File: config.mk
export PLATFORM = sky130hd
export DESIGN_NAME = rtcc_core
export DESIGN_NICKNAME = d
export VERILOG_FILES = /design/src/rtcc_core.v
export VERILOG_INCLUDE_DIRS = /design/src
export SDC_FILE = /design/constraint.sdc
export NUM_CORES = 1
export LEC_CHECK = 0
export BUFFER_PORTS_ARGS = -buffer_cell sky130_fd_sc_hd__buf_2
export CAP_MARGIN = 10
export CORE_UTILIZATION = 50
export DETAILED_ROUTE_END_ITERATION = 8
export PLACE_DENSITY = 0.81
export SYNTH_ARGS = -nofsm -noshare
export SYNTH_HDL_FRONTEND = slang
export SYNTH_SLANG_ARGS = --single-unit
File: constraint.sdc
create_clock -name clk_sys -period 4.63 [get_ports clk_sys]
set_input_delay 0.463 -clock clk_sys [delete_from_list [all_inputs] [get_ports clk_sys]]
set_output_delay 0.463 -clock clk_sys [all_outputs]
set_load 0.02 [all_outputs]
File: src/rtcc_defs.vh
// constants for the time, calendar and trim core
`ifndef RTCC_DEFS_VH
`define RTCC_DEFS_VH

// register addresses
`define RTCC_ADDR_SEC   4'h0
`define RTCC_ADDR_MIN   4'h1
`define RTCC_ADDR_HOUR  4'h2
`define RTCC_ADDR_WDAY  4'h3
`define RTCC_ADDR_MDAY  4'h4
`define RTCC_ADDR_MON   4'h5
`define RTCC_ADDR_YEAR  4'h6
`define RTCC_ADDR_TRIM  4'h7

// implemented-bit masks, unused high bits read 0
`define RTCC_MASK_SEC   8'h7f
`define RTCC_MASK_MIN   8'h7f
`define RTCC_MASK_HOUR  8'h3f
`define RTCC_MASK_WDAY  8'h07
`define RTCC_MASK_MDAY  8'h3f
`define RTCC_MASK_MON   8'h9f
`define RTCC_MASK_YEAR  8'hff
`define RTCC_MASK_TRIM  8'h7f

// field positions
`define RTCC_HOUR_PM_BIT    5
`define RTCC_MON_CENT_BIT   7
`define RTCC_TRIM_LOCK_BIT  7
`define RTCC_TRIM_DIR_BIT   6

// bcd limits and special codes
`define RTCC_BCD_ZERO     8'h00
`define RTCC_BCD_ONE      8'h01
`define RTCC_SEC_MAX      8'h59
`define RTCC_MIN_MAX      8'h59
`define RTCC_HR24_MAX     8'h23
`define RTCC_HR12_AM11    8'h11
`define RTCC_HR12_PM11    8'h31
`define RTCC_HR12_MIDN    8'h12
`define RTCC_HR12_NOON    8'h32
`define RTCC_HR12_AM1     8'h01
`define RTCC_HR12_PM1     8'h21
`define RTCC_WDAY_MAX     3'h6
`define RTCC_MON_MAX      8'h12
`define RTCC_YEAR_MAX     8'h99
`define RTCC_MON_FEB      8'h02
`define RTCC_MON_APR      8'h04
`define RTCC_MON_JUN      8'h06
`define RTCC_MON_SEP      8'h09
`define RTCC_MON_NOV      8'h11
`define RTCC_DAYS_31      8'h31
`define RTCC_DAYS_30      8'h30
`define RTCC_DAYS_29      8'h29
`define RTCC_DAYS_28      8'h28
`define RTCC_TRIM_PT0     8'h00
`define RTCC_TRIM_PT1     8'h20
`define RTCC_TRIM_PT2     8'h40

// crystal cycles per uncorrected second
`define RTCC_XTAL_PER_SEC 16'h8000

// reset values
`define RTCC_RST_HOUR     8'h00
`define RTCC_RST_MDAY     8'h01
`define RTCC_RST_MON      8'h01

`endif

File: src/rtcc_core.v
// time, calendar and digital trim core of a real time clock
`timescale 1ns/1ps
`include "rtcc_defs.vh"
// Function
// RULE1: seconds BCD 00-59, wrap carries to minutes
// RULE2: minutes BCD 00-59, wrap carries to hours
// RULE3: hour wrap carries to weekday and monthday
// RULE4: seconds write clears sub-second prescaler
// RULE5: host writes only valid time values
// RULE6: time registers at 0-2, unused bits zero
// RULE7: weekday counts 0 to 6 then wraps
// RULE8: host avoids weekday code seven
// RULE9: monthday limit depends on month and leap
// RULE10: monthday wraps to 1, month 1-12 carries
// RULE11: years 00-99, divisible by four leap
// RULE12: century bit toggles on year wrap
// RULE13: host writes only valid calendar values
// RULE14: trim write needs top bit zero
// RULE15: trim applied only at 00,20,40 seconds
// RULE16: untrimmed second is 32768 crystal cycles
// RULE17: direction zero lengthens by (F-1)*2
// RULE18: direction one shortens by (~F+1)*2
// RULE19: zero upper trim bits means no trim
// RULE20: trim write suppresses coinciding trim, arms
// RULE21: trim changes count, never crystal frequency
// RULE22: oscillator halt clears trim register
// RULE23: twelve hour midnight 12, noon 32
// RULE24: whole carry ripples in one tick
// RULE25: writes accepted anytime, counting continues

module rtcc_core #(
  parameter [15:0] XTAL_PER_SEC = `RTCC_XTAL_PER_SEC
) (
  // clock and reset
  input  wire       clk_sys,
  input  wire       srst,
  // crystal clock and oscillator halt, asynchronous
  input  wire       xtal_clk,
  input  wire       osc_halt_flag,
  // hour mode, same clock domain
  input  wire       mode_24h,
  // register access
  input  wire       reg_wr_en,
  input  wire [3:0] reg_addr,
  input  wire [7:0] reg_wr_data,
  output reg  [7:0] reg_rd_data_q,
  // one pulse per counted second
  output reg        sec_tick_q
);

  // synchronisers
  reg        xtal_s1_q;
  reg        xtal_s2_q;
  reg        xtal_s3_q;
  reg        halt_s1_q;
  reg        halt_s2_q;

  // counters and trim state
  reg [7:0]  sec_q;
  reg [7:0]  min_q;
  reg [7:0]  hour_q;
  reg [2:0]  wday_q;
  reg [7:0]  mday_q;
  reg [7:0]  mon_q;
  reg [7:0]  year_q;
  reg [7:0]  trim_q;
  reg        trim_armed_q;
  reg        trim_apply_q;
  reg [15:0] pre_q;

  // next-value logic
  reg [7:0]  sec_d;
  reg [7:0]  min_d;
  reg [7:0]  hour_d;
  reg [2:0]  wday_d;
  reg [7:0]  mday_d;
  reg [7:0]  mon_d;
  reg [7:0]  year_d;
  reg        min_cy;
  reg        hour_cy;
  reg        day_cy;
  reg        mon_cy;
  reg        year_cy;
  reg        cent_d;
  reg [7:0]  last_day;
  reg        leap;
  reg [7:0]  rd_mux;

  wire       xtal_tick;
  wire       trim_nz;
  wire [15:0] inc_adj;
  wire [15:0] dec_adj;
  wire [15:0] sec_len;
  wire       pre_last;
  wire       sec_wrap;
  wire       wr_sec;
  wire       wr_trim;
  wire       trim_take;

  // bcd increment of a two-digit value
  function [7:0] bcd_inc;
    input [7:0] v;
    begin
      if (v[3:0] == 4'h9) begin
        bcd_inc = {v[7:4] + 4'h1, 4'h0};
      end else begin
        bcd_inc = {v[7:4], v[3:0] + 4'h1};
      end
    end
  endfunction

  // second points at which the trim may act
  function trim_point;
    input [7:0] s;
    begin
      trim_point = (s == `RTCC_TRIM_PT0) || (s == `RTCC_TRIM_PT1) || (s == `RTCC_TRIM_PT2); // RULE15
    end
  endfunction

  // crystal edge detect on synchronised copies only
  always @(posedge clk_sys) begin
    if (srst) begin
      xtal_s1_q <= 1'b0;
      xtal_s2_q <= 1'b0;
      xtal_s3_q <= 1'b0;
      halt_s1_q <= 1'b0;
      halt_s2_q <= 1'b0;
    end else begin
      xtal_s1_q <= xtal_clk;
      xtal_s2_q <= xtal_s1_q;
      xtal_s3_q <= xtal_s2_q;
      halt_s1_q <= osc_halt_flag;
      halt_s2_q <= halt_s1_q;
    end
  end

  assign xtal_tick = xtal_s2_q & ~xtal_s3_q;

  // second length from the trim setting
  assign trim_nz  = |trim_q[5:1]; // RULE19
  assign inc_adj  = {9'h000, trim_q[5:0] - 6'h01, 1'b0}; // RULE17
  assign dec_adj  = {8'h00, {1'b0, ~trim_q[5:0]} + 7'h01, 1'b0}; // RULE18
  assign sec_len  = !trim_apply_q ? XTAL_PER_SEC : // RULE16
                    (trim_q[`RTCC_TRIM_DIR_BIT] ? XTAL_PER_SEC - dec_adj : XTAL_PER_SEC + inc_adj);
  // prescaler only counts crystal edges, the crystal itself is untouched
  assign pre_last = (pre_q == sec_len - 16'h0001); // RULE21
  assign sec_wrap = xtal_tick & pre_last;

  assign wr_sec    = reg_wr_en && (reg_addr == `RTCC_ADDR_SEC);
  assign wr_trim   = reg_wr_en && (reg_addr == `RTCC_ADDR_TRIM);
  assign trim_take = wr_trim && !reg_wr_data[`RTCC_TRIM_LOCK_BIT]; // RULE14

  // leap year and month length
  // leap: even tens with units 0/4/8, odd tens with units 2/6
  always @* begin
    leap = 1'b0;
    if (year_q[4] == 1'b0) begin
      leap = (year_q[3:0] == 4'h0) || (year_q[3:0] == 4'h4) || (year_q[3:0] == 4'h8); // RULE11
    end else begin
      leap = (year_q[3:0] == 4'h2) || (year_q[3:0] == 4'h6); // RULE11
    end
    case ({3'b000, mon_q[4:0]})
      `RTCC_MON_FEB: last_day = leap ? `RTCC_DAYS_29 : `RTCC_DAYS_28; // RULE9
      `RTCC_MON_APR,
      `RTCC_MON_JUN,
      `RTCC_MON_SEP,
      `RTCC_MON_NOV: last_day = `RTCC_DAYS_30; // RULE9
      default:       last_day = `RTCC_DAYS_31; // RULE9
    endcase
  end

  // full carry chain evaluated in one tick
  always @* begin
    // seconds
    min_cy = (sec_q == `RTCC_SEC_MAX);
    sec_d  = min_cy ? `RTCC_BCD_ZERO : bcd_inc(sec_q); // RULE1 RULE24
    // minutes
    hour_cy = min_cy && (min_q == `RTCC_MIN_MAX);
    min_d   = (min_q == `RTCC_MIN_MAX) ? `RTCC_BCD_ZERO : bcd_inc(min_q); // RULE2
    // hours
    day_cy = 1'b0;
    hour_d = hour_q;
    if (mode_24h) begin
      if (hour_q == `RTCC_HR24_MAX) begin
        hour_d = `RTCC_BCD_ZERO;
        day_cy = hour_cy; // RULE3
      end else begin
        hour_d = bcd_inc(hour_q);
      end
    end else begin
      // noon and midnight codes are special, pm flag carried otherwise
      case (hour_q)
        `RTCC_HR12_PM11: begin
          hour_d = `RTCC_HR12_MIDN; // RULE23
          day_cy = hour_cy; // RULE3
        end
        `RTCC_HR12_AM11: hour_d = `RTCC_HR12_NOON; // RULE23
        `RTCC_HR12_MIDN: hour_d = `RTCC_HR12_AM1;
        `RTCC_HR12_NOON: hour_d = `RTCC_HR12_PM1;
        default: begin
          hour_d = bcd_inc({3'b000, hour_q[4:0]});
          hour_d[`RTCC_HOUR_PM_BIT] = hour_q[`RTCC_HOUR_PM_BIT];
        end
      endcase
    end
    // weekday
    wday_d = (wday_q == `RTCC_WDAY_MAX) ? 3'h0 : wday_q + 3'h1; // RULE7
    // day of month
    mon_cy = day_cy && (mday_q == last_day);
    mday_d = (mday_q == last_day) ? `RTCC_BCD_ONE : bcd_inc(mday_q); // RULE10
    // month
    year_cy = mon_cy && ({3'b000, mon_q[4:0]} == `RTCC_MON_MAX);
    if ({3'b000, mon_q[4:0]} == `RTCC_MON_MAX) begin
      mon_d = `RTCC_BCD_ONE; // RULE10
    end else begin
      mon_d = bcd_inc({3'b000, mon_q[4:0]});
    end
    // year and century
    // century flips only on the december step out of year 99
    year_d = (year_q == `RTCC_YEAR_MAX) ? `RTCC_BCD_ZERO : bcd_inc(year_q); // RULE11
    cent_d = mon_q[`RTCC_MON_CENT_BIT] ^ (year_cy && (year_q == `RTCC_YEAR_MAX)); // RULE12
    mon_d[`RTCC_MON_CENT_BIT] = cent_d;
  end

  // counters: a host write wins over a carry for the written register
  always @(posedge clk_sys) begin
    if (srst) begin
      sec_q  <= `RTCC_BCD_ZERO;
      min_q  <= `RTCC_BCD_ZERO;
      hour_q <= `RTCC_RST_HOUR;
      wday_q <= 3'h0;
      mday_q <= `RTCC_RST_MDAY;
      mon_q  <= `RTCC_RST_MON;
      year_q <= `RTCC_BCD_ZERO;
    end else begin
      if (wr_sec) begin
        sec_q <= reg_wr_data & `RTCC_MASK_SEC; // RULE25
      end else if (sec_wrap) begin
        sec_q <= sec_d; // RULE1
      end
      if (reg_wr_en && (reg_addr == `RTCC_ADDR_MIN)) begin
        min_q <= reg_wr_data & `RTCC_MASK_MIN; // RULE25
      end else if (sec_wrap && min_cy) begin
        min_q <= min_d; // RULE1
      end
      if (reg_wr_en && (reg_addr == `RTCC_ADDR_HOUR)) begin
        hour_q <= reg_wr_data & `RTCC_MASK_HOUR; // RULE25
      end else if (sec_wrap && hour_cy) begin
        hour_q <= hour_d; // RULE2
      end
      if (reg_wr_en && (reg_addr == `RTCC_ADDR_WDAY)) begin
        wday_q <= reg_wr_data[2:0]; // RULE25
      end else if (sec_wrap && day_cy) begin
        wday_q <= wday_d; // RULE3
      end
      if (reg_wr_en && (reg_addr == `RTCC_ADDR_MDAY)) begin
        mday_q <= reg_wr_data & `RTCC_MASK_MDAY; // RULE25
      end else if (sec_wrap && day_cy) begin
        mday_q <= mday_d; // RULE3
      end
      if (reg_wr_en && (reg_addr == `RTCC_ADDR_MON)) begin
        mon_q <= reg_wr_data & `RTCC_MASK_MON; // RULE25
      end else if (sec_wrap && mon_cy) begin
        mon_q <= mon_d; // RULE10
      end else if (sec_wrap && year_cy) begin
        mon_q <= mon_d; // RULE12
      end
      if (reg_wr_en && (reg_addr == `RTCC_ADDR_YEAR)) begin
        year_q <= reg_wr_data & `RTCC_MASK_YEAR; // RULE25
      end else if (sec_wrap && year_cy) begin
        year_q <= year_d; // RULE10
      end
    end
  end

  // prescaler and second pulse
  always @(posedge clk_sys) begin
    if (srst) begin
      pre_q      <= 16'h0000;
      sec_tick_q <= 1'b0;
    end else begin
      // no pulse when a seconds write restarts the second
      sec_tick_q <= sec_wrap & ~wr_sec;
      if (wr_sec) begin
        pre_q <= 16'h0000; // RULE4
      end else if (sec_wrap) begin
        pre_q <= 16'h0000; // RULE16
      end else if (xtal_tick) begin
        pre_q <= pre_q + 16'h0001;
      end
    end
  end

  // trim register, arming and per-second apply decision
  // a held halt keeps the trim cleared and disarmed
  always @(posedge clk_sys) begin
    if (srst) begin
      trim_q       <= 8'h00;
      trim_armed_q <= 1'b0;
      trim_apply_q <= 1'b0;
    end else if (halt_s2_q) begin
      trim_q       <= 8'h00; // RULE22
      trim_armed_q <= 1'b0;
      trim_apply_q <= 1'b0;
    end else begin
      if (trim_take) begin
        trim_q       <= reg_wr_data & `RTCC_MASK_TRIM; // RULE14
        trim_armed_q <= 1'b1; // RULE20
      end
      if (wr_trim) begin
        trim_apply_q <= 1'b0; // RULE20
      end else if (wr_sec) begin
        trim_apply_q <= trim_armed_q && trim_nz && trim_point(reg_wr_data & `RTCC_MASK_SEC); // RULE15
      end else if (sec_wrap) begin
        trim_apply_q <= trim_armed_q && trim_nz && trim_point(sec_d); // RULE15 RULE19
      end
    end
  end

  // read mux, registered
  always @* begin
    case (reg_addr)
      `RTCC_ADDR_SEC:  rd_mux = sec_q & `RTCC_MASK_SEC; // RULE6
      `RTCC_ADDR_MIN:  rd_mux = min_q & `RTCC_MASK_MIN; // RULE6
      `RTCC_ADDR_HOUR: rd_mux = hour_q & `RTCC_MASK_HOUR; // RULE6
      `RTCC_ADDR_WDAY: rd_mux = {5'h00, wday_q};
      `RTCC_ADDR_MDAY: rd_mux = mday_q & `RTCC_MASK_MDAY;
      `RTCC_ADDR_MON:  rd_mux = mon_q & `RTCC_MASK_MON;
      `RTCC_ADDR_YEAR: rd_mux = year_q;
      `RTCC_ADDR_TRIM: rd_mux = trim_q & `RTCC_MASK_TRIM;
      default:         rd_mux = 8'h00;
    endcase
  end

  always @(posedge clk_sys) begin
    if (srst) begin
      reg_rd_data_q <= 8'h00;
    end else begin
      reg_rd_data_q <= rd_mux;
    end
  end

endmodule

# After elaboration in Yosys (flattened, before gate mapping)

Index checks and enable logic that the tools add are counted.

Flip-flop bits (word level): 88
Input port bits: 18
Output and inout port bits: 9
Logic and storage cells: 200

Add/sub/neg operators: 20
Eq/ne operators: 40
Mux-type cells: 42
Bitwise gates (word level): 7
Reductions and logical operators: 64

Operators by type and width:

| kind                    | number |
|---|---|
| $mux W8                 | 16 |
| $pmux W8 S8             | 1 |
| $add A4 B1 Y4 const B   | 11 |
| $mux W6                 | 6 |
| $eq A8 B6 Y1 const B    | 4 |
| $mux W16                | 2 |
| $eq A4 B4 Y1 const B    | 7 |
| $mux W7                 | 4 |
| $eq A4 B3 Y1 const B    | 6 |
| $eq A8 B7 Y1 const B    | 3 |
| $pmux W6 S4             | 1 |
| $logic_and A1 B1 Y1     | 21 |
| $add A16 B1 Y16 const B | 1 |
| $add A16 B7 Y16 const A | 1 |
| $eq A16 B16 Y1          | 1 |
| $eq A8 B5 Y1 const B    | 2 |
| $logic_not A8 Y1        | 2 |
| $reduce_bool A2 Y1      | 8 |
| $sub A16 B1 Y16 const B | 1 |
| $sub A16 B8 Y16 const A | 1 |
| $eq A4 B2 Y1 const B    | 3 |
| $reduce_and A2 Y1       | 6 |
| $reduce_bool A3 Y1      | 4 |
| $eq A5 B3 Y1 const B    | 2 |
| other kinds (34)        | 59 |

# Depth between registers and ports, before layout

Gate-level depths: netlist of run 1.

Depth after elaboration: 14
Gate-level depth with buffers: 18
Mapped depth without buffers: 15

# Worst setup path after synthesis of run 1

Ideal clock, no wire load.

Path type: register -> register
From: register trim_q[0]
To: register mday_q[7]
Setup time: 116 ps
Arrival: 4,317 ps
Required time: 4,514 ps
Path slack: 197 ps
Stages on the path, launching flop included: 14
Path buffers: 1
Period minus slack after synthesis: 4,433 ps
Path through: dfxtp_1 -> clkbuf_1 -> inv_1 -> ha_1 -> nor4bb_1 -> and3b_1 -> a221oi_1 -> nand3_1 -> or3b_2 -> and3_1 -> a2111oi_4 -> nand4_1 -> a211o_1 -> and4_1

Longest elaborated chain between the ends: 10
Elaborated cells between the ends (all ways): 12
Classes of those cells: add/sub (5); eq/ne (1); mux (2); bitwise (2); reduce/logical (2)

Ends and longest elaborated chain:

| what                                 | line            | source |
|---|---|---|
| start: declaration                   | rtcc_core.v:66  | `reg [7:0] trim_q;` |
| start signal: assignment             | rtcc_core.v:307 | `` trim_q <= reg_wr_data & `RTCC_MASK_TRIM; `` |
| $not A6 Y6                           | rtcc_core.v:142 | `assign dec_adj = {8'h00, {1'b0, ~trim_q[5:0]} + 7'h01, 1'b0};` |
| $add A6 B1 Y7                        | rtcc_core.v:142 |  |
| $sub A16 B8 Y16                      | rtcc_core.v:144 | `` (trim_q[`RTCC_TRIM_DIR_BIT] ? XTAL_PER_SEC - dec_adj : XTAL_PER_SEC + inc_adj); `` |
| $mux W16 *                           | rtcc_core.v:144 |  |
| $mux W16 *                           | rtcc_core.v:143 | `assign sec_len = !trim_apply_q ? XTAL_PER_SEC :` |
| $sub A16 B1 Y16 *                    | rtcc_core.v:146 | `assign pre_last = (pre_q == sec_len - 16'h0001);` |
| $eq A16 B16 Y1 *                     | rtcc_core.v:146 |  |
| $and A1 B1 Y1 *                      | rtcc_core.v:147 | `assign sec_wrap = xtal_tick & pre_last;` |
| $logic_and A1 B1 Y1 *                | rtcc_core.v:258 | `end else if (sec_wrap && day_cy) begin` |
| $reduce_and A2 Y1 (no source line) * | --              |  |
| end signal: assignment               | rtcc_core.v:232 | `` mday_q <= `RTCC_RST_MDAY; `` |
| end signal: assignment               | rtcc_core.v:257 | `` mday_q <= reg_wr_data & `RTCC_MASK_MDAY; `` |
| end signal: assignment               | rtcc_core.v:259 | `mday_q <= mday_d;` |
| end: declaration                     | rtcc_core.v:63  | `reg [7:0] mday_q;` |

Every way passes the cells marked *; elsewhere a longest branch is shown, timed or not.
A chain may end at the register's enable or synchronous reset.

# Worst setup path after layout of run 1

From: register trim_q[0]
To: register sec_q[4]

Longest elaborated chain between the ends: 9
Elaborated cells between the ends (all ways): 11
Classes of those cells: add/sub (5); eq/ne (1); mux (2); bitwise (2); reduce/logical (1)

Ends and longest elaborated chain:

| what                                  | line            | source |
|---|---|---|
| $not A6 Y6                            | rtcc_core.v:142 |  |
| $add A6 B1 Y7                         | rtcc_core.v:142 |  |
| $sub A16 B8 Y16                       | rtcc_core.v:144 |  |
| $mux W16 *                            | rtcc_core.v:144 |  |
| $mux W16 *                            | rtcc_core.v:143 |  |
| $sub A16 B1 Y16 *                     | rtcc_core.v:146 |  |
| $eq A16 B16 Y1 *                      | rtcc_core.v:146 |  |
| $and A1 B1 Y1 *                       | rtcc_core.v:147 |  |
| $reduce_bool A2 Y1 (no source line) * | --              |  |
| end signal: assignment                | rtcc_core.v:228 | `` sec_q <= `RTCC_BCD_ZERO; `` |
| end signal: assignment                | rtcc_core.v:237 | `` sec_q <= reg_wr_data & `RTCC_MASK_SEC; `` |
| end: declaration                      | rtcc_core.v:59  | `reg [7:0] sec_q;` |

Marked as above.

==> flow_metrics.py, run 1 <==
metrics = {
    "clock_tree": {
        "cts_buffers": 9,
        "clk_pin_slew_ps": 70,
        "clockRootBuffer": "clkbuf_16",
        "clk_latency_ps": 360,
        "cts_sinks": 88,
        "htreeDepth": 3,
        "cts_tree": "built",
        "clockBufferDepth": 2,
    },
    "routing": {
        "num_vias": 6858,
        "drt_wl_total_um": 19100,
        "ant_nets": 0,
        "drc": 0,
        "drt_pass1_iterations": 6,
        "wire_per_inst_um": 18.2,
        "drtIter0Drc": 731,
        "via_per_inst": 6.51,
    },
    "layout": {
        "area_growth_pct": 8.45,
        "antenna_cells": 0,
        "finalInstanceArea_um2": 7260,
        "nNetsFinal": 915,
        "drive_above_1_share_pct": 10.4,
        "layout.cells.non_filler": 1053,
        "layout_commonest_cell": "nor2_1",
        "fin_util_pct": 56.6,
        "final_cell_mix": "nor2_1 (109), dfxtp_1 (88), nand3_1 (59)",
    },
    "critical_path": {
        "path_class": "flip-flop to flip-flop",
        "slowest_delay_ps": 570,
        "worstPathCellList": "inv_1 > ha_1 > nor2b_1 > a21oi_1 > or4_1 > nand4_1 > a211oi_1 > or3_4 > a2111oi_4 > buf_4 > nand3_4 > or4_1 > a311oi_1",
        "crit_required_ps": 4910,
        "path_max_fanout": 26,
        "rr_worst_depth": 13,
        "crit_top_cell": "or4_1",
        "r2r_slack_ps": 300,
        "cp-endpoint": "sec_q[4]",
        "rr_startpoint": "trim_q[0]",
        "reg2reg_to": "sec_q[4]",
        "cp-start-kind": "flip-flop",
        "cp_num_buf_inv": 2,
        "cp.depth": 13,
        "crit_path_end_kind": "flip-flop",
        "startpoint": "trim_q[0]",
        "critPathTopFamily": "simple AND/OR/NAND/NOR gates",
        "crit_path_top_delay_cell": "or4_1",
        "arrival_ps": 4610,
    },
    "run_status": {
        "status": "finished, final reports clean",
    },
    "flow_run": {
        "cap_viol_max_count": 0,
    },
    "synth": {
        "yosys.area.top_type": "dfxtp_1",
        "synth-warning-count": 0,
        "synth_cell_type_count": 79,
        "netlist_instances": 884,
        "synth_top_area_share_pct": 26.3,
        "yosys_register_bits": 88,
        "avgSynthCellArea_um2": 7.57,
        "synth.area.top_cells": "dfxtp_1 (26%), nor2_1 (6.1%), nand3_1 (4.5%), ha_1 (3.9%), mux2i_1 (3.7%)",
        "syn_nets": 923,
        "ys.flop_type": "dfxtp_1",
        "yosysSeqAreaShare_pct": 26.3,
        "syn_area_um2": 6690,
        "synth_enable_flop_cells": 0,
        "synth-async-reset-ratio_pct": 0,
    },
    "pwr": {
        "power_leakage_nw": 2.54,
        "fin_total_pwr_w": 0.00169,
        "powerDensity_nw_per_um2": 233,
        "ir_drop_uv": 145,
    },
    "die": {
        "placeableCoreArea_um2": 12800,
        "ios": 27,
        "die_y_um": 118,
        "fp-row-count": 41,
        "dieArea_um2": 13900,
        "die_w_um": 118,
        "floorplan.initialDensity_pct": 52.2,
    },
    "sta": {
        "hold_viol": 0,
        "slew_viol_final": 0,
        "clock-skew-final_ps": 9.00,
        "fmax_mhz": 231,
        "setup_viol": 0,
        "rsz0062_at_grt": "false",
        "relSlewSlack_pct": 25.9,
        "period_needed_ps": 4330,
        "worstMarginPinSlew_ps": 1100,
        "tns_ps": 0,
        "fin_crit_sh_pct": 93.6,
    },
    "global_route": {
        "overflow": 0,
        "grt_util_all_layers_pct": 27.8,
        "grt_pass1_vias": 6011,
        "antenna_found_initial": 0,
        "grt_max_degree": 51,
        "grt_pass1_wl_um": 31000,
    },
    "place": {
        "port_buffers": 26,
        "gp_congestion": 0.956,
        "dp_hpwl_um": 13500,
        "dp.cells": 1034,
        "dpl_cell_area_um2": 6920,
    },
    "hold_path": {
        "hold_class": "input pin to flip-flop",
    },
}
cell families (layout without fill, tap and decap cells):
logic type	after synthesis	in the layout	synth area share, %
adders and majority gates	21	21	3.93
and+or+nand+nor	424	424	33.6
buffers and inverters	93	90	5.35
AOI/OAI and AO/OA	188	188	19.8
xor gates and xnor gates	35	35	4.58
muxes	35	35	6.43
DFF	88	88	26.3
final cells by class:
type | instances | area [um2]
timing repair buffer | 44 | 278
fill | 1205 | 5570
inverter | 30 | 113
clock buffer | 9 | 225
clock inverter | 7 | 72.6
tap | 172 | 215
multi-input combinational | 703 | 4590
sequential | 88 | 1760
flip-flops by register name, indices dropped and copies added, names as in the netlist, 3 cells and up:
| signal | cells |
|---|---|
| bcd_inc.v | 8 |
| mday_q | 8 |
| min_q | 8 |
| sec_q | 8 |
| wday_q | 3 |
| reg_rd_data_q | 8 |
| mon_q | 6 |
| hour_q | 8 |
| pre_q | 16 |
| trim_q | 7 |
per-stage QoR:
step	hold WS [ps]	worst slack, ps
global route	303	29.3
floorplan	414	197
global placement	415	334
CTS	301	186
detailed placement	424	209
finish	310	296
metal layers:
| layer | vias up | global-route usage, % | part of all wire (%) |
|---|---|---|---|
| met5 | - | 0 | 0 |
| met4 | 0 | 12.3 | 2.9 |
| met3 | 42 | 4.80 | 9.4 |
| met2 | 331 | 43.2 | 44 |
| met1 | 3215 | 37.7 | 43 |
| li1 | 3270 | - | - |
repair_timing:
action                                  CTS  global route
setup buffers                             0             3
resized for setup                         0             4
hold buffers                              0             0
endpoints found under the setup margin    0            19
report_power, final:
group | internal (W) | total, W | switching [W] | leakage (nW)
registers | 0.000771 | 0.000794 | 0.0000235 | 0.712
logic | 0.0000517 | 0.000145 | 0.0000929 | 1.68
clock network | 0.000418 | 0.000755 | 0.000337 | 0.141
worst min path at each step:
stage / start / to / slack, ps / depth (start not counted)
floorplan: halt_s1_q / halt_s2_q / 410 / 1
global placement: xtal_s1_q / xtal_s2_q / 420 / 1
detailed placement: halt_s1_q / halt_s2_q / 420 / 1
CTS: xtal_clk / xtal_s1_q / 300 / 2
global route: xtal_clk / xtal_s1_q / 300 / 2
finish: xtal_clk / xtal_s1_q / 310 / 2
synth_stat cells (21+ instances only):
| master | count |
|---|---|
| nor2_1 | 109 |
| o21ai_0 | 40 |
| nand2_1 | 58 |
| ha_1 | 21 |
| and3_1 | 21 |
| mux2i_1 | 25 |
| nor3_1 | 33 |
| nand3_1 | 60 |
| a21oi_1 | 30 |
| dfxtp_1 | 88 |
| inv_1 | 29 |
| clkbuf_1 | 48 |
worst register-to-register path, stage by stage, from the launching register on:
cell and delay [ps]:
dfxtp_1 340, inv_1 120, ha_1 380, nor2b_1 320, a21oi_1 160, or4_1 510, nand4_1 260, a211oi_1 120
or3_4 410, a2111oi_4 340, buf_4 230, nand3_4 250, or4_1 580, a311oi_1 250
No activity file was read; power rests on OpenSTA's default activity.
==> run 2: changes to the inputs <==
Settings changed: GPL_TIMING_DRIVEN set to 0.
==> run 2 against run 1 <==
Register-to-register slack got worse by 150 ps. Die area unchanged. Non-clock buffer count grew 49. Highest routed layer unchanged.
==> flow_metrics.py, run 2 (synthesized netlist as in run 1, its figures left out) <==
metrics = {
    "die": {
        "die_w_um": 118,
        "ios": 27,
        "floorplan.initialDensity_pct": 52.2,
        "fp-row-count": 41,
        "placeableCoreArea_um2": 12800,
        "die_y_um": 118,
        "dieArea_um2": 13900,
    },
    "routing": {
        "drtIter0Drc": 772,
        "drc": 0,
        "wire_per_inst_um": 19.4,
        "num_vias": 7222,
        "drt_wl_total_um": 21400,
        "ant_nets": 0,
        "drt_pass1_iterations": 7,
        "via_per_inst": 6.55,
    },
    "critical_path": {
        "cp-start-kind": "flip-flop",
        "startpoint": "trim_q[0]",
        "path_max_fanout": 10,
        "reg2reg_to": "hour_q[6]",
        "crit_path_top_delay_cell": "or3b_2",
        "crit_top_cell": "buf_4",
        "path_class": "flip-flop to flip-flop",
        "crit_required_ps": 4860,
        "rr_worst_depth": 15,
        "rr_startpoint": "trim_q[0]",
        "cp-endpoint": "hour_q[6]",
        "worstPathCellList": "buf_4 > inv_1 > ha_1 > nor4bb_4 > and3b_1 > a221oi_4 > nand3_1 > or3b_2 > and3_1 > a2111oi_4 > buf_4 > nand3_4 > clkbuf_2 > o311ai_0 > o31ai_1",
        "cp_num_buf_inv": 4,
        "r2r_slack_ps": 140,
        "cp.depth": 15,
        "slowest_delay_ps": 530,
        "crit_path_end_kind": "flip-flop",
        "critPathTopFamily": "simple AND/OR/NAND/NOR gates",
        "arrival_ps": 4720,
    },
    "global_route": {
        "grt_util_all_layers_pct": 30.6,
        "grt_pass1_vias": 6483,
        "antenna_found_initial": 0,
        "overflow": 0,
        "grt_pass1_wl_um": 33800,
        "grt_max_degree": 16,
    },
    "place": {
        "dp_hpwl_um": 15000,
        "gp_congestion": 0.982,
        "port_buffers": 21,
        "dp.cells": 1078,
        "preCtsSetupSlack_ps": -1110,
    },
    "hold_path": {
        "hold_class": "input pin to flip-flop",
    },
    "pwr": {
        "powerDensity_nw_per_um2": 223,
        "power.share.switching_pct": 27.8,
        "internal_power_w": 0.00121,
        "power_leakage_nw": 2.59,
        "p_sw_w": 0.000465,
        "p_clk_share_pct": 42.9,
        "p_seq_share_pct": 47.3,
        "ir_drop_uv": 203,
        "share_comb_of_total_power_pct": 9.9,
    },
    "layout": {
        "top_register": "pre_q",
        "largest_reg_flops": 16,
        "drive_above_1_share_pct": 10.4,
        "nFillCells": 1194,
        "multi_input_area_um2": 4680,
        "antenna_cells": 0,
        "final_cell_mix": "nor2_1 (109), dfxtp_1 (87), nand3_1 (60)",
        "nNetsFinal": 964,
        "seqCellArea_um2": 1760,
        "layout_commonest_cell": "nor2_1",
        "area_growth_pct": 11.9,
        "layout.cells.non_filler": 1102,
    },
    "run_status": {
        "status": "finished, final reports clean",
    },
    "sta": {
        "relSlewSlack_pct": 24.4,
        "hold_viol": 0,
        "slew_viol_final": 0,
        "setup_viol": 0,
        "worstMarginPinSlew_ps": 1130,
        "period_needed_ps": 4490,
        "fmax_mhz": 223,
        "fin_crit_sh_pct": 96.9,
        "fin_ws_ps": 143,
        "clock-skew-final_ps": 11.7,
    },
    "clock_tree": {
        "clockRootBuffer": "clkbuf_16",
        "cts_buffers": 9,
        "htreeDepth": 3,
        "clk_pin_slew_ps": 70,
        "cts_tree": "built",
        "clk_latency_ps": 360,
        "clockBufferDepth": 2,
        "cts_sinks": 88,
        "postCtsHoldBufs": 0,
    },
    "flow_run": {
        "cap_viol_max_count": 0,
    },
}
==> run 2: what timing repair did <==
| action | 4_1_cts | 5_1_grt |
|---|---|---|
| setup buffers | 8 | 0 |
| pin swaps | 3 | 1 |
| endpoints found under the setup margin | 67 | 58 |
| gates cloned | 0 | 0 |
| gates resized for setup | 11 | 20 |
==> run 2: worst register-to-register path: cells and delay by family, from the launching register on <==
family,cells,cell delay [ps]
AOI/OAI and AO/OA,4,1000
and+or+nand+nor,6,1780
adders and majority gates,1,340
DFF,1,350
buffers and inverters,4,910
==> run 2: worst min-delay path by stage <==
stage | start | end | cells after the start
6_report | xtal_clk | xtal_s1_q | 2
3_3_place_gp | xtal_s1_q | xtal_s2_q | 1
2_1_floorplan | halt_s1_q | halt_s2_q | 1
5_1_grt | osc_halt_flag | halt_s1_q | 2
4_1_cts | xtal_clk | xtal_s1_q | 2
3_5_place_dp | xtal_s1_q | xtal_s2_q | 1
==> run 2: cell type report <==
class                           instances  area share, %
Tap cell                              172           2.87
Timing Repair Buffer                   30           2.31
Multi-Input combinational cell        703           62.5
Clock inverter                          6          0.568
Clock buffer                           10           3.19
Buffer                                 63           3.49
Sequential cell                        88           23.5
Inverter                               30           1.50
==> run 2: layer usage <==
layer / track usage, % / wire length [um] / vias to the layer above
met3: 8.14 / 2710 / 74
met2: 44.7 / 9340 / 478
met1: 41.5 / 8620 / 3297
met5: 0 / 0 / -
met4: 15.1 / 711 / 0
li1: - / - / 3373
==> run 2: power groups by stage <==
| stage | Clock [W] | Combinational, W | Sequential, W |
|---|---|---|---|
| detailed placement | 0 | 0.000156 | 0.000805 |
| CTS | 0.000720 | 0.000157 | 0.000788 |
| finish | 0.000716 | 0.000165 | 0.000790 |
| global route | 0.000751 | 0.000176 | 0.000791 |
| floorplan | 0 | 0.000105 | 0.000800 |
| global placement | 0 | 0.000154 | 0.000805 |
==> run 2: metrics by stage <==
stage / setup TNS [ps] / total power, W / cell area, um2 / hold slack (ps) / util (%)
2_1_floorplan: 0 / 0.000905 / 6690 / 414 / -
3_3_place_gp: -53670 / 0.000959 / 7010 / 416 / 54.7
3_5_place_dp: -56710 / 0.000961 / 7020 / 425 / 54.7
4_1_cts: 0 / 0.00167 / 7410 / 309 / 57.8
5_1_grt: -85.6 / 0.00172 / 7490 / 315 / 58.4
6_report: 0 / 0.00167 / 7490 / 306 / 58.4
==> run 3: changes to the inputs <==
Settings changed: RECOVER_POWER set to 25, SLEW_MARGIN set to 20.
==> run 3 against run 2 <==
Via count rose by 0.42%. Global-route usage down 0.21 points. Design area shrank 0.17%. Non-clock buffer count down 1. Clock power about the same. Register-to-register slack better by 60 ps. First-iteration DRC count up 8.2%. Final cell count about the same. Die area unchanged. Sequential power hardly changed. Routed wire length increased by 0.29%. Largest cell class unchanged.
==> flow_metrics.py, run 3 (synthesized netlist as in run 1, its figures left out) <==
metrics = {
    "die": {
        "floorplan.initialDensity_pct": 52.2,
        "ios": 27,
        "dieArea_um2": 13900,
        "placeableCoreArea_um2": 12800,
        "die_w_um": 118,
        "fp-row-count": 41,
        "die_y_um": 118,
    },
    "pwr": {
        "fin_total_pwr_w": 0.00167,
        "power_leakage_nw": 2.54,
        "ir_drop_uv": 204,
        "powerDensity_nw_per_um2": 223,
    },
    "layout": {
        "layout_commonest_cell": "nor2_1",
        "antenna_cells": 0,
        "largest_reg_flops": 16,
        "area_growth_pct": 11.7,
        "nNetsFinal": 963,
        "top_register": "pre_q",
        "fin_util_pct": 58.3,
        "drive_above_1_share_pct": 9.26,
        "finalInstanceArea_um2": 7480,
        "nFillCells": 1195,
        "final_cell_mix": "nor2_1 (109), dfxtp_1 (87), nand3_1 (59)",
    },
    "clock_tree": {
        "clockBufferDepth": 2,
        "htreeDepth": 3,
        "cts_tree": "built",
        "clockRootBuffer": "clkbuf_16",
        "postCtsHoldBufs": 0,
        "cts_sinks": 88,
        "cts_buffers": 9,
        "clk_latency_ps": 360,
        "clk_pin_slew_ps": 70,
    },
    "sta": {
        "setup_viol": 0,
        "hold_viol": 0,
        "fin_crit_sh_pct": 95.5,
        "relSlewSlack_pct": 4.55,
        "clock-skew-final_ps": 13.0,
        "worstMarginPinSlew_ps": 1420,
        "slew_viol_final": 0,
        "period_needed_ps": 4420,
        "fmax_mhz": 226,
        "holdWs_ps": 308,
    },
    "critical_path": {
        "rr_worst_depth": 15,
        "arrival_ps": 4650,
        "reg2reg_to": "hour_q[6]",
        "path_max_fanout": 10,
        "worstPathCellList": "buf_2 > inv_1 > ha_2 > nor4bb_4 > and3b_1 > a221oi_4 > nand3_1 > or3b_2 > and3_1 > a2111oi_4 > buf_4 > nand3_4 > buf_2 > o311ai_0 > o31ai_1",
        "r2r_slack_ps": 210,
        "crit_top_cell": "buf_2",
        "crit_required_ps": 4860,
        "crit_path_top_delay_cell": "or3b_2",
        "rr_startpoint": "trim_q[1]",
        "cp-start-kind": "flip-flop",
        "path_class": "flip-flop to flip-flop",
        "slowest_delay_ps": 530,
        "crit_path_end_kind": "flip-flop",
    },
    "global_route": {
        "grt_max_degree": 16,
        "antenna_found_initial": 0,
        "grt_util_all_layers_pct": 30.4,
        "overflow": 0,
        "grt_pass1_vias": 6409,
        "grt_pass1_wl_um": 33400,
    },
    "flow_run": {
        "cap_viol_max_count": 0,
    },
    "routing": {
        "wire_per_inst_um": 19.5,
        "drt_wl_total_um": 21400,
        "drt_pass1_iterations": 6,
        "drc": 0,
        "num_vias": 7252,
        "drtIter0Drc": 835,
        "via_per_inst": 6.59,
        "ant_nets": 0,
    },
    "place": {
        "port_buffers": 21,
        "dp_hpwl_um": 15000,
        "dpl_cell_area_um2": 7020,
        "gp_congestion": 0.982,
    },
    "hold_path": {
        "hold_class": "input pin to flip-flop",
        "holdPathEnd": "xtal_s1_q",
        "worstHoldPathCells": 2,
        "min-delay-start": "xtal_clk",
    },
    "run_status": {
        "status": "finished, final reports clean",
    },
}
[run 3: worst max-delay path by stage]
stage	cells after the start	to	slack [ps]	from
after detailed placement	13	mday_q[7]	-1120	trim_q[0]
after global placement	13	mday_q[7]	-1060	trim_q[0]
after global routing	15	mon_q[2]	-30	trim_q[1]
after CTS	16	min_q[4]	20	trim_q[0]
final	15	hour_q[6]	210	trim_q[1]
after floorplan	13	mday_q[7]	200	trim_q[0]
[run 3: report_power, final]
part	leakage [nW]	switching, W	total (W)	internal [W]
Sequential	0.712	0.0000185	0.000789	0.000771
Combinational	1.69	0.000110	0.000164	0.0000546
Clock	0.135	0.000334	0.000713	0.000379
Total	2.54	0.000462	0.00167	0.00120
[run 3: critical path: cells and delay by family, from the launching register on]
kind                       cells  cell delay, ps
adders and majority gates      1             370
DFF                            1             310
and+or+nand+nor                6            1690
buffers and inverters          4             910
AOI/OAI and AO/OA              4            1000
[run 3: routing by layer]
metal | track usage (%) | vias to the layer above | share of wire, %
met5 | 0 | - | 0
met4 | 16.1 | 0 | 4.3
met3 | 7.99 | 88 | 13
met2 | 45.4 | 463 | 43
met1 | 39.9 | 3342 | 40
li1 | - | 3359 | -
[run 3: area by class of cell]
cell class | instances | area, um2 | share of cell area [%]
tap | 172 | 215 | 2.88
timing repair buffer | 30 | 159 | 2.13
clock buffer | 10 | 239 | 3.20
inverter | 30 | 113 | 1.51
multi-input combinational | 703 | 4690 | 62.7
buffer | 62 | 259 | 3.46
sequential | 88 | 1760 | 23.6
clock inverter | 6 | 42.5 | 0.569
[run 3: per-stage QoR]
step	setup TNS (ps)	cells	worst slack [ps]
2_1_floorplan	0	884	197
3_3_place_gp	-53670	1077	-1060
3_5_place_dp	-56790	1077	-1120
4_1_cts	0	1101	16.6
5_1_grt	-29.0	1101	-25.7
6_report	0	1101	206
[run 3: timing repair]
item | in CTS | in global routing
setup endpoints to repair | 67 | 59
setup buffers | 8 | 1
pin swaps | 3 | 0
resized for setup | 8 | 22
